### src/logic/psc_pkg.sv
// Package of types and constants for the pin state controller
package psc_pkg;

  // ------------------------------------------------------------------
  // Timing
  // ------------------------------------------------------------------
  // Address bus goes low 2.5 clock cycles after reset is released;
  // rounded up to whole cycles of the block clock
  localparam int PSC_ADDR_LOW_HALF_CYC = 5;
  localparam int PSC_ADDR_LOW_CYC = (PSC_ADDR_LOW_HALF_CYC + 1) / 2;
  localparam logic [1:0] PSC_CNT_ZERO = 2'h0;
  localparam logic [1:0] PSC_CNT_ONE = 2'h1;

  // ------------------------------------------------------------------
  // Widths
  // ------------------------------------------------------------------
  localparam int PSC_ADDR_W = 20;
  localparam int PSC_TOP_W = 3;
  localparam int PSC_CS_W = 4;
  localparam int PSC_LCS_W = 4;

  // ------------------------------------------------------------------
  // Reset values
  // ------------------------------------------------------------------
  localparam logic [PSC_ADDR_W-1:0] PSC_ADDR_RST = 20'h00000;
  localparam logic [PSC_TOP_W-1:0] PSC_TOP_RST = 3'h0;
  localparam logic [PSC_CS_W-1:0] PSC_CS_RST = 4'hF;

  // Pin condition, highest priority first
  typedef enum logic [2:0] {
    PSC_HW_STANDBY_PIN_N,
    PSC_RESET,
    PSC_SW_STANDBY_PIN_N,
    PSC_RELEASE,
    PSC_NORMAL
  } psc_cond_t;

  // Configuration bits
  typedef struct packed {
    logic standby_output_hold;
    logic bus_release_enable;
    logic clock_pin_stop;
    logic wide_mode;
    logic [PSC_CS_W-1:0] upper_select_enable;
    logic [PSC_TOP_W-1:0] top_address_enable;
    logic [PSC_LCS_W-1:0] lower_cs_dir;
  } psc_cfg_t;

  // One pin: output value and output enable
  typedef struct packed {
    logic val;
    logic oe;
  } psc_pin_t;

endpackage

### src/logic/psc_pin_cell.sv
// Single pin state holder: drives, holds or floats one pin
`timescale 1ns/100ps
module psc_pin_cell
  import psc_pkg::*;
(
  input wire logic clk_in,
  input wire logic rstn_in,
  input wire logic rst_val_in,
  input wire logic rst_oe_in,
  input wire logic hold_in,
  input wire psc_pkg::psc_pin_t req_in,
  output psc_pkg::psc_pin_t pin_out
);
  import psc_pkg::*;

  psc_pin_t pin_r;
  psc_pin_t pin_nxt;

  // ------------------------------------------------------------------
  // Next state: hold keeps a driven level, otherwise take request
  // ------------------------------------------------------------------
  always_comb begin
    if (hold_in) begin
      pin_nxt = pin_r; // Keep previous drive or float
    end else begin
      pin_nxt = req_in;
    end
  end

  // Register; reset state is float
  always_ff @(posedge clk_in or negedge rstn_in) begin
    if (!rstn_in) begin
      pin_r <= '0;
    end else begin
      pin_r <= pin_nxt;
    end
  end

  // Reset forces the asynchronous state straight onto the pin
  always_comb begin
    pin_out = pin_r;
  end
endmodule // psc_pin_cell

### src/logic/psc_ctrl.sv
// Pin state controller for bus, strobe, select and clock pins
//
// Summary of operation
// - Reset: ports input, strobes high, data floats
// - Address driven low 3 cycles after reset release
// - Clock pin drives from first edge after reset release
// - Wide mode top address, selects float in reset
// - Hold: inputs float, address and top address keep their level, strobes and selects high
// - Address: standby hold bit, floats otherwise
// - Strobes high in reset, standby per hold bit
// - Lower selects follow direction, standby, release
// - Acknowledge pin: port or ack, low released
// - Request pin floats in every state, released and standby alike
// - Clock pin per stop bit in software standby, release and normal
// - Upper selects only when enables set
// - Top address only when enables clear
`timescale 1ns/100ps
module psc_ctrl
  import psc_pkg::*;
(
  input wire logic clk_in,
  input wire logic rstn_in,
  input wire logic standby_pin_n_in,
  input wire logic sw_standby_in,
  input wire logic bus_released_in,
  input wire psc_pkg::psc_cfg_t cfg_in,
  input wire logic [PSC_ADDR_W-1:0] addr_in,
  input wire logic [PSC_TOP_W-1:0] top_addr_in,
  input wire logic strobe_n_in,
  input wire logic [PSC_CS_W-1:0] upper_cs_n_in,
  input wire logic [PSC_LCS_W-1:0] lower_cs_n_in,
  input wire logic bus_ack_in,
  input wire logic sys_clk_val_in,
  output logic [PSC_ADDR_W-1:0] addr_out,
  output logic addr_oe_out,
  output logic [PSC_TOP_W-1:0] top_addr_out,
  output logic [PSC_TOP_W-1:0] top_addr_oe_out,
  output logic strobe_n_out,
  output logic strobe_oe_out,
  output logic data_oe_out,
  output logic [PSC_CS_W-1:0] upper_cs_n_out,
  output logic [PSC_CS_W-1:0] upper_cs_oe_out,
  output logic [PSC_LCS_W-1:0] lower_cs_n_out,
  output logic [PSC_LCS_W-1:0] lower_cs_oe_out,
  output logic bus_ack_out,
  output logic bus_ack_oe_out,
  output logic bus_req_oe_out,
  output logic clk_pin_out,
  output logic clk_pin_oe_out,
  output logic port_oe_out
);
  import psc_pkg::*;

  // ------------------------------------------------------------------
  // Input synchronisers for off-chip standby pin
  // ------------------------------------------------------------------
  logic standby_pin_n_m_r;
  logic standby_pin_n_s_r;

  always_ff @(posedge clk_in or negedge rstn_in) begin
    if (!rstn_in) begin
      standby_pin_n_m_r <= 1'b1;
      standby_pin_n_s_r <= 1'b1;
    end else begin
      standby_pin_n_m_r <= standby_pin_n_in;
      standby_pin_n_s_r <= standby_pin_n_m_r;
    end
  end

  // ------------------------------------------------------------------
  // Reset tracking: counts cycles since reset was released
  // ------------------------------------------------------------------
  logic rst_m_r;       // Reset sampled, first stage
  logic rst_s_r;       // Reset released, synchronised
  logic [1:0] cnt_r;   // Cycles since reset
  logic [1:0] cnt_nxt;
  logic addr_low;      // Address bus driven low from the next edge
  logic in_rst;        // Reset state still in force

  always_ff @(posedge clk_in or negedge rstn_in) begin
    if (!rstn_in) begin
      rst_m_r <= 1'b0;
      rst_s_r <= 1'b0;
    end else begin
      rst_m_r <= 1'b1;
      rst_s_r <= rst_m_r;
    end
  end

  // Count advances after each reset until it saturates
  always_comb begin
    cnt_nxt = cnt_r;
    if (cnt_r != 2'(PSC_ADDR_LOW_CYC)) begin
      cnt_nxt = cnt_r + PSC_CNT_ONE;
    end
  end

  always_ff @(posedge clk_in or negedge rstn_in) begin
    if (!rstn_in) begin
      cnt_r <= PSC_CNT_ZERO;
    end else begin
      cnt_r <= cnt_nxt;
    end
  end

  // Address goes low on the edge that completes the count
  assign addr_low = (cnt_nxt == 2'(PSC_ADDR_LOW_CYC));

  // Reset state lasts until the address bus has been driven low
  assign in_rst = !rst_s_r || (cnt_r != 2'(PSC_ADDR_LOW_CYC));

  // ------------------------------------------------------------------
  // Condition select in priority order
  // ------------------------------------------------------------------
  psc_cond_t cond;

  always_comb begin
    if (!standby_pin_n_s_r) begin
      cond = PSC_HW_STANDBY_PIN_N;
    end else if (in_rst) begin
      cond = PSC_RESET;
    end else if (sw_standby_in) begin
      cond = PSC_SW_STANDBY_PIN_N;
    end else if (bus_released_in) begin
      cond = PSC_RELEASE;
    end else begin
      cond = PSC_NORMAL;
    end
  end

  // ------------------------------------------------------------------
  // Next pin states
  // ------------------------------------------------------------------
  logic [PSC_ADDR_W-1:0] addr_nxt;
  logic addr_oe_nxt;
  logic [PSC_TOP_W-1:0] top_nxt;
  logic [PSC_TOP_W-1:0] top_oe_nxt;
  logic strb_nxt;
  logic strb_oe_nxt;
  logic data_oe_nxt;
  logic [PSC_CS_W-1:0] ucs_nxt;
  logic [PSC_CS_W-1:0] ucs_oe_nxt;
  logic [PSC_LCS_W-1:0] lcs_nxt;
  logic [PSC_LCS_W-1:0] lcs_oe_nxt;
  logic ack_nxt;
  logic ack_oe_nxt;
  logic req_oe_nxt;
  logic clk_nxt;
  logic clk_oe_nxt;
  logic port_oe_nxt;
  logic hold_ack;     // Acknowledge pin keeps its state
  psc_pin_t ack_req;  // Requested acknowledge pin state
  psc_pin_t ack_pin;  // Registered acknowledge pin state

  always_comb begin
    // Defaults: keep pins as is, but data and request float, clock takes sys_clk_val_in
    addr_nxt = addr_out;
    addr_oe_nxt = addr_oe_out;
    top_nxt = top_addr_out;
    top_oe_nxt = top_addr_oe_out;
    strb_nxt = strobe_n_out;
    strb_oe_nxt = strobe_oe_out;
    data_oe_nxt = 1'b0;
    ucs_nxt = upper_cs_n_out;
    ucs_oe_nxt = upper_cs_oe_out;
    lcs_nxt = lower_cs_n_out;
    lcs_oe_nxt = lower_cs_oe_out;
    ack_nxt = bus_ack_out;
    ack_oe_nxt = bus_ack_oe_out;
    req_oe_nxt = 1'b0;
    clk_nxt = sys_clk_val_in;
    clk_oe_nxt = clk_pin_oe_out;
    port_oe_nxt = port_oe_out;
    hold_ack = 1'b0;
    case (cond)
      PSC_HW_STANDBY_PIN_N: begin
        // Every pin floats
        addr_oe_nxt = 1'b0;
        top_oe_nxt = '0;
        strb_oe_nxt = 1'b0;
        ucs_oe_nxt = '0;
        lcs_oe_nxt = '0;
        ack_oe_nxt = 1'b0;
        clk_oe_nxt = 1'b0;
        port_oe_nxt = 1'b0;
      end
      PSC_RESET: begin
        // Strobes high, ports input, selects float
        strb_nxt = 1'b1;
        strb_oe_nxt = 1'b1;
        port_oe_nxt = 1'b0;
        ucs_oe_nxt = '0;
        top_oe_nxt = '0;
        lcs_oe_nxt = '0;
        ack_oe_nxt = 1'b0;
        addr_nxt = PSC_ADDR_RST;
        addr_oe_nxt = addr_low;
        clk_oe_nxt = 1'b1;
      end
      PSC_SW_STANDBY_PIN_N: begin
        // Address held or floating by hold bit
        addr_oe_nxt = addr_oe_out && cfg_in.standby_output_hold;
        strb_nxt = 1'b1;
        strb_oe_nxt = cfg_in.standby_output_hold;
        for (int i = 0; i < PSC_TOP_W; i++) begin
          if (cfg_in.wide_mode && !cfg_in.top_address_enable[i]) begin
            top_oe_nxt[i] = top_addr_oe_out[i] &&
                            cfg_in.standby_output_hold;
          end
        end
        for (int i = 0; i < PSC_CS_W; i++) begin
          if (cfg_in.upper_select_enable[i]) begin
            ucs_nxt[i] = 1'b1;
            ucs_oe_nxt[i] = cfg_in.standby_output_hold;
          end
        end
        for (int i = 0; i < PSC_LCS_W; i++) begin
          lcs_nxt[i] = 1'b1;
          lcs_oe_nxt[i] = cfg_in.lower_cs_dir[i] &&
                          cfg_in.standby_output_hold;
        end
        if (cfg_in.bus_release_enable) begin
          ack_nxt = 1'b1;
          ack_oe_nxt = 1'b1;
        end else begin
          hold_ack = 1'b1;
        end
        if (!cfg_in.clock_pin_stop) begin
          clk_nxt = 1'b1;
          clk_oe_nxt = 1'b1;
        end
      end
      PSC_RELEASE: begin
        // Bus pins float, acknowledge driven low
        addr_oe_nxt = 1'b0;
        strb_oe_nxt = 1'b0;
        for (int i = 0; i < PSC_TOP_W; i++) begin
          if (cfg_in.wide_mode && !cfg_in.top_address_enable[i]) begin
            top_oe_nxt[i] = 1'b0;
          end
        end
        for (int i = 0; i < PSC_CS_W; i++) begin
          if (cfg_in.upper_select_enable[i]) begin
            ucs_oe_nxt[i] = 1'b0;
          end
        end
        for (int i = 0; i < PSC_LCS_W; i++) begin
          if (cfg_in.lower_cs_dir[i]) begin
            lcs_oe_nxt[i] = 1'b0;
          end
        end
        ack_nxt = 1'b0;
        ack_oe_nxt = 1'b1;
        clk_oe_nxt = !cfg_in.clock_pin_stop;
      end
      PSC_NORMAL: begin
        // Function pins drive their function
        addr_nxt = addr_in;
        addr_oe_nxt = 1'b1;
        strb_nxt = strobe_n_in;
        strb_oe_nxt = 1'b1;
        data_oe_nxt = 1'b0;
        port_oe_nxt = 1'b1;
        for (int i = 0; i < PSC_TOP_W; i++) begin
          if (cfg_in.wide_mode && !cfg_in.top_address_enable[i]) begin
            top_nxt[i] = top_addr_in[i];
            top_oe_nxt[i] = 1'b1;
          end
        end
        for (int i = 0; i < PSC_CS_W; i++) begin
          if (cfg_in.upper_select_enable[i]) begin
            ucs_nxt[i] = upper_cs_n_in[i];
            ucs_oe_nxt[i] = 1'b1;
          end
        end
        lcs_nxt = lower_cs_n_in;
        lcs_oe_nxt = cfg_in.lower_cs_dir;
        ack_nxt = bus_ack_in;
        ack_oe_nxt = cfg_in.bus_release_enable;
        req_oe_nxt = 1'b0;
        clk_oe_nxt = !cfg_in.clock_pin_stop;
      end
      default: begin
        port_oe_nxt = 1'b0;
      end
    endcase
  end

  // Acknowledge request packed for its pin cell
  always_comb begin
    ack_req.val = ack_nxt;
    ack_req.oe = ack_oe_nxt;
  end

  // Acknowledge pin cell: holds its drive or float when asked
  psc_pin_cell u_ack_cell (
    .clk_in(clk_in),
    .rstn_in(rstn_in),
    .rst_val_in(1'b0),
    .rst_oe_in(1'b0),
    .hold_in(hold_ack),
    .req_in(ack_req),
    .pin_out(ack_pin)
  );

  // Registered acknowledge state straight to the pins
  assign bus_ack_out = ack_pin.val;
  assign bus_ack_oe_out = ack_pin.oe;

  // ------------------------------------------------------------------
  // Output registers; asynchronous reset gives the state at once
  // ------------------------------------------------------------------
  always_ff @(posedge clk_in or negedge rstn_in) begin
    if (!rstn_in) begin
      addr_out <= PSC_ADDR_RST;
      addr_oe_out <= 1'b0;
      top_addr_out <= PSC_TOP_RST;
      top_addr_oe_out <= '0;
      strobe_n_out <= 1'b1;
      strobe_oe_out <= 1'b1;
      data_oe_out <= 1'b0;
      upper_cs_n_out <= PSC_CS_RST;
      upper_cs_oe_out <= '0;
      lower_cs_n_out <= PSC_CS_RST;
      lower_cs_oe_out <= '0;
      bus_req_oe_out <= 1'b0;
      clk_pin_out <= 1'b0;
      clk_pin_oe_out <= 1'b0;
      port_oe_out <= 1'b0;
    end else begin
      addr_out <= addr_nxt;
      addr_oe_out <= addr_oe_nxt;
      top_addr_out <= top_nxt;
      top_addr_oe_out <= top_oe_nxt;
      strobe_n_out <= strb_nxt;
      strobe_oe_out <= strb_oe_nxt;
      data_oe_out <= data_oe_nxt;
      upper_cs_n_out <= ucs_nxt;
      upper_cs_oe_out <= ucs_oe_nxt;
      lower_cs_n_out <= lcs_nxt;
      lower_cs_oe_out <= lcs_oe_nxt;
      bus_req_oe_out <= req_oe_nxt;
      clk_pin_out <= clk_nxt;
      clk_pin_oe_out <= clk_oe_nxt;
      port_oe_out <= port_oe_nxt;
    end
  end
endmodule // psc_ctrl

### config.mk
export PLATFORM = sky130hd
export DESIGN_NAME = psc_ctrl
export DESIGN_NICKNAME = d
export VERILOG_FILES = /design/src/logic/psc_pkg.sv /design/src/logic/psc_pin_cell.sv /design/src/logic/psc_ctrl.sv
export SDC_FILE = /design/constraint.sdc
export NUM_CORES = 1
export LEC_CHECK = 0
export ABC_AREA = 1
export BUFFER_PORTS_ARGS = -buffer_cell sky130_fd_sc_hd__buf_2
export CAP_MARGIN = 10
export CORE_MARGIN = 2
export CORE_UTILIZATION = 40
export DETAILED_ROUTE_END_ITERATION = 8
export PLACE_DENSITY = 0.76
export SETUP_SLACK_MARGIN = 0.4
export SLEW_MARGIN = 20
export SYNTH_ARGS = -nofsm -noshare
export SYNTH_HDL_FRONTEND = slang
export SYNTH_HIERARCHICAL = 1
export SYNTH_SLANG_ARGS = --single-unit
### constraint.sdc
create_clock -name clk_in -period 2.3 [get_ports clk_in]
set_clock_uncertainty 0.2 [all_clocks]
set_input_delay 0.115 -clock clk_in [delete_from_list [all_inputs] [get_ports clk_in]]
set_output_delay 0.115 -clock clk_in [all_outputs]
set_load 0.01 [all_outputs]
# Word-level counts from Yosys, hierarchy flattened
# Cells that the tools add are included.
dict set report totals {
  ff_bits 56
  input_bits 54
}
dict set report op_classes {
  addsub 1
  n_eq_ne 33
  muxes 53
  n_bitwise 1
  reduce_logical 53
}
# operator count
set ops {}
lappend ops {{inequality test 2 bit, second input constant} 28}
lappend ops {{one-hot mux 20 bit (2 select lines)} 1}
lappend ops {{two-way mux 1 bit} 35}
lappend ops {{one-hot mux 4 bit (4 select lines)} 2}
lappend ops {{AND reduction 4 bit} 7}
lappend ops {{AND reduction 3 bit} 6}
lappend ops {{one-hot mux 4 bit (2 select lines)} 2}
lappend ops {{AND reduction 2 bit} 8}
lappend ops {{two-way mux 3 bit} 4}
lappend ops {{one-hot mux 1 bit (4 select lines)} 3}
lappend ops {{one-hot mux 3 bit (4 select lines)} 1}
lappend ops {{nonzero test 4 bit} 3}
lappend ops {{OR reduction 2 bit} 6}
lappend ops {{logical AND 1 bit} 11}
lappend ops {{== test 3 x 2 -> 1 bit, second input constant} 2}
lappend ops {{one-hot mux 1 bit (3 select lines)} 2}
lappend ops {{nonzero test 2 bit} 3}
lappend ops {{nonzero test 3 bit} 2}
lappend ops {{zero test 1 bit} 5}
lappend ops {{one-hot mux 1 bit (2 select lines)} 2}
lappend ops {{== test 3 x 1 -> 1 bit, second input constant} 1}
lappend ops {{== test 3 bit, second input constant} 1}
lappend ops {{zero test 3 bit} 1}
lappend ops {{adder 2 x 1 -> 2 bit, second input constant} 1}
lappend ops {{other kinds (4)} 4}

# Longest topological paths before layout
dict set report depth {
  ltp_word 8
  depth_mapped 9
}

# By module
# The synthesis kept the hierarchy.
# mod n_inst cells_each area_each_um2 seq_area_each_um2
set modules_own_cells {}
lappend modules_own_cells {psc_ctrl 1 289 2412.3 1366.3}
lappend modules_own_cells {psc_pin_cell 1 9 76.3 50.0}

# Least setup slack after synthesis
# Ideal clock, no wire load.
dict set report synth_path {
  path_kind {flip-flop to flip-flop}
  from {reg standby_pin_n_s_r}
  to {reg u_ack_cell.pin_r, in the netlist u_ack_cell/pin_out[1]}
  t_arrival_ns 1.293
  slack_ns 0.690
  stages_incl_launch_ff 9
  path_buffers 1
  synth_period_minus_slack_ns 1.610
  path_cell_list {dfstp_2 inv_2 nor2_4 buf_4 nand2_1 nor2_1 inv_1 nand2_1 nand2_1}
}
dict set report synth_between {
  elab_chain_len 5
}
# element line_no
set synth_rtl {}
lappend synth_rtl {{from (decl)} psc_ctrl.sv:58} ;# logic standby_pin_n_s_r;
lappend synth_rtl {{from (signal assigned)} psc_ctrl.sv:66} ;# standby_pin_n_s_r <= standby_pin_n_m_r;
lappend synth_rtl {{two-way mux 3 bit} psc_ctrl.sv:118} ;# if (!standby_pin_n_s_r) begin
lappend synth_rtl {{== test 3 x 2 -> 1 bit} psc_ctrl.sv:175} ;# case (cond)
lappend synth_rtl {{two-way mux 1 bit} psc_ctrl.sv:175}
lappend synth_rtl {{net hold_ack} psc_ctrl.sv:151} ;# logic hold_ack;
lappend synth_rtl {{inverter 1 bit (no line)} n/a}
lappend synth_rtl {{AND reduction 3 bit (no line)} n/a}
lappend synth_rtl {{to (signal assigned)} psc_pin_cell.sv:35} ;# pin_r <= pin_nxt;
lappend synth_rtl {{to (decl)} psc_pin_cell.sv:16} ;# psc_pin_t pin_r;
# The timed path passes the listed nets, and every way through them passes these cells.
# A chain may end at the register's enable or synchronous reset.

# Worst setup path in the final report
dict set report layout_path {
  from {in bus_released_in}
  to {reg addr_out[12]}
}
dict set report layout_between {
  elab_chain_len 6
}
# element line_no
set layout_rtl {}
lappend layout_rtl {{from (decl)} psc_ctrl.sv:25} ;# input wire logic bus_released_in,
lappend layout_rtl {{two-way mux 3 bit *} psc_ctrl.sv:124} ;# end else if (bus_released_in) begin
lappend layout_rtl {{two-way mux 3 bit *} psc_ctrl.sv:122} ;# end else if (sw_standby_in) begin
lappend layout_rtl {{two-way mux 3 bit *} psc_ctrl.sv:120} ;# end else if (in_rst) begin
lappend layout_rtl {{two-way mux 3 bit *} psc_ctrl.sv:118}
lappend layout_rtl {{== test 3 bit or == test 3 x 1 -> 1 bit (tied branches)} psc_ctrl.sv:175}
lappend layout_rtl {{one-hot mux 20 bit (2 select lines) or nonzero test 2 bit (tied branches)} n/a}
lappend layout_rtl {{to (signal assigned)} psc_ctrl.sv:331} ;# addr_out <= addr_nxt;
lappend layout_rtl {{to (decl)} psc_ctrl.sv:34} ;# output logic [PSC_ADDR_W-1:0] addr_out,
# Every way passes the cells marked *; elsewhere a longest branch is shown, timed or not.

==> out/metrics.cfg <==
[run_status]
status = completed

[pwr]
power_mw = 2.17
p_leak_nw = 2.12
ir_worst_vdd_mv = 0.341
p_per_area_mw_per_mm2 = 587

[worst_setup_path]
arrival_ns = 1.77
slowest_delay_ns = 0.53
worstPathRequired_ns = 2.30
start_kind = input pin
crit_path_top_delay_cell = dlygate4sd3_1
r2r_start = standby_pin_n_s_r
cp_max_fo = 21
crit_path_start = bus_released_in
path_buf_inv = 4
path_class = in -> reg
end_kind = flop
critPathTopFamily = buffers and inverters
crit_chain = dlygate4sd3_1 > buf_2 > nor2_1 > inv_2 > a21oi_2 > inv_4 > nand2_1 > nand2_1
cp_common_cell = nand2_1

[synthesis]
ys_dominant_reg_cell = dfrtp_1
yosysUniqueCellTypes = 21
synth_seq_cells = 56
synth_area_mm2 = 0.00249
async_flop_share_pct = 100
synth_edf_count = 0
synth_warnings = 6
yosysTopAreaCell = dfrtp_1
yosys.area.top_type_share_pct = 44.2
synth_area_per_cell_um2 = 8.35
syn_inst = 298
ys_seq_area_share_pct = 56.9
ys_top_cells_by_area = dfrtp_1 44%, nand2_1 21%, dfstp_2 13%, inv_1 4.8%, nand3_1 3.0%

[timing]
setup_tns_ns = 0
slew_headroom_pct = 57.4
slew_violations = 0
rsz0062_at_grt = no
fin_ws_ns = 0.529
hold_viol = 0
setup_viol = 0
fmax_ghz = 0.565
tightest_slew_ns = 0.639
fin_crit_sh_pct = 77.0
fin_crit_ns = 1.77

[global_routing]
antenna_found_initial = 0
grt-ovfl-total = 0
grt_first_pass_wirelength_um = 11800
grt_pass1_vias = 2555
track_usage_pct = 20.8
grt_max_degree = 36

[floorplan]
core_region_area_mm2 = 0.00596
io_pins = 106
dieWidth_um = 82.9
floorplan.initialDensity_pct = 41.8
dieArea_mm2 = 0.00687
die_y_um = 82.9
rows = 28

[clock_tree]
path_clk_slew_ns = 0.10
clock_sinks = 56
post_cts.repair.setup_buffers = 0
cts_tree = built
htreeDepth = 2
clock_path_buffers = 2
insertion_delay_ns = 0.30
cts_root_buf = clkbuf_8
cts_buffers = 5

[detailed_routing]
vias_per_cell = 4.70
routed_wl_um = 7210
vias = 2490
drc_errors = 0
drtAntennaViolNets = 0
drtIter0Drc = 144
dr.pass1.iters = 4
wl_per_cell_um = 13.6

[cells_and_area]
fillers = 501
layout.cells.non_filler = 530
syn_to_final_growth_pct = 48.5
drive_gt1_share_pct = 29.9
antenna_cells = 0
final_nets = 508
fin_util_pct = 62.0

[min_path]
hold_class = in -> reg
hold_path.startpoint = sw_standby_in

[placed_design]
port_buffers = 103
placedCellCount = 468
dp_hpwl_um = 4160
pre_cts_slack_ns = 0.563
place.gp.congestion = 0.808

[flow_run]
cap_violations = 0

-- final timing paths --
kind	end	slack [ns]	depth (start not counted)
max	addr_out[12]	0.53	8
min in group asynchronous	addr_out[7]	0.17	2
min reg2reg	rst_s_r	0.16	0
min	addr_oe_out	0.02	5
max reg2reg	u_ack_cell/pin_out[1]	0.59	7
max in group asynchronous	lower_cs_n_out[0]	1.06	3
-- through the flow --
| step | hold slack [ns] | area, µm² |
|---|---|---|
| 3_5_place_dp | -0.0217 | 3040 |
| 3_3_place_gp | -0.0347 | 3040 |
| 2_1_floorplan | -0.381 | 2490 |
| 6_report | 0.0176 | 3690 |
| 5_1_grt | 0.0509 | 3690 |
| 4_1_cts | 0.000460 | 3680 |
-- area by class of cell --
class	instances	area (µm²)	share of cell area [%]
clock inverter	3	42.5	1.15
multi-input combinational	198	866	23.4
tap	75	93.8	2.54
inverter	35	134	3.62
timing repair buffer	158	1070	29.1
clock buffer	5	68.8	1.86
sequential	56	1420	38.3
-- logic make-up (layout without fill, tap and decap cells) --
logic type      count (synthesis)  in the layout  share of synthesized area (%)
other cells                     2              3                          0.302
compound gates                 16             16                           3.32
flops                          56             56                           56.9
buf+inv                        46            201                           9.05
simple gates                  178            179                           30.4
-- where the power goes --
group          total, mW  internal [mW]  switching (mW)
Sequential          1.12           1.08          0.0432
Clock              0.644          0.323           0.321
Combinational      0.407          0.189           0.218
-- metal layers --
metal | track usage (%) | vias to the layer above | routed length [µm]
met2 | 35.8 | 131 | 3460
met3 | 5.37 | 14 | 632
met1 | 25.8 | 1134 | 2990
li1 | - | 1211 | -
met5 | 0 | - | 0
met4 | 6.26 | 0 | 125
-- state kept, by name, indices dropped and copies added (netlist names) --
name,flops
port_oe_out,1
upper_cs_oe_out,4
rst_m_r,1
standby_pin_n_s_r,1
lower_cs_oe_out,4
clk_pin_oe_out,1
top_addr_oe_out,3
strobe_n_out,1
addr_out,20
clk_pin_out,1
standby_pin_n_m_r,1
u_ack_cell/pin_out,2
cnt_r,2
top_addr_out,3
lower_cs_n_out,4
upper_cs_n_out,4
rst_s_r,1
addr_oe_out,1
strobe_oe_out,1
-- layout by cell type, fill, tap and decap left out, drive strengths merged --
| cell | n |
|---|---|
| nand2 | 139 |
| buf | 105 |
| dlygate4sd3 | 53 |
| dfrtp | 44 |
| inv | 35 |
| nand3 | 15 |
| nor2 | 15 |
| dfstp | 12 |
| o21ai | 12 |
| nand4 | 9 |
| clkbuf | 5 |
| conb | 3 |
| a21oi | 3 |
| o21bai | 1 |
| nand3b | 1 |
| clkinvlp | 1 |
| clkinv | 1 |
| bufinv | 1 |
-- synth_stat cells, types with 2 or more instances --
cell and number:
a21oi_1 3, buf_2 3, buf_4 3, buf_6 5, conb_1 2, dfrtp_1 44, dfstp_2 12, inv_1 32
inv_2 3, nand2_1 136, nand2_2 2, nand3_1 15, nand4_1 9, nor2_1 11, nor2_4 2, o21ai_0 10
o21ai_1 2
-- what timing repair did --
action / in CTS / in global routing
hold buffers: 53 / 0
endpoints found under the hold margin: 70 / 0
resized for setup: 0 / 2
endpoints found under the setup margin: 0 / 8
-- tightest hold or removal path, stage by stage --
cell and delay, ns:
buf_2 0.14, nand3b_1 0.09, nand2_1 0.05, inv_1 0.04, nand2_1 0.05
Note: power is estimated with default switching activity, not from simulation.
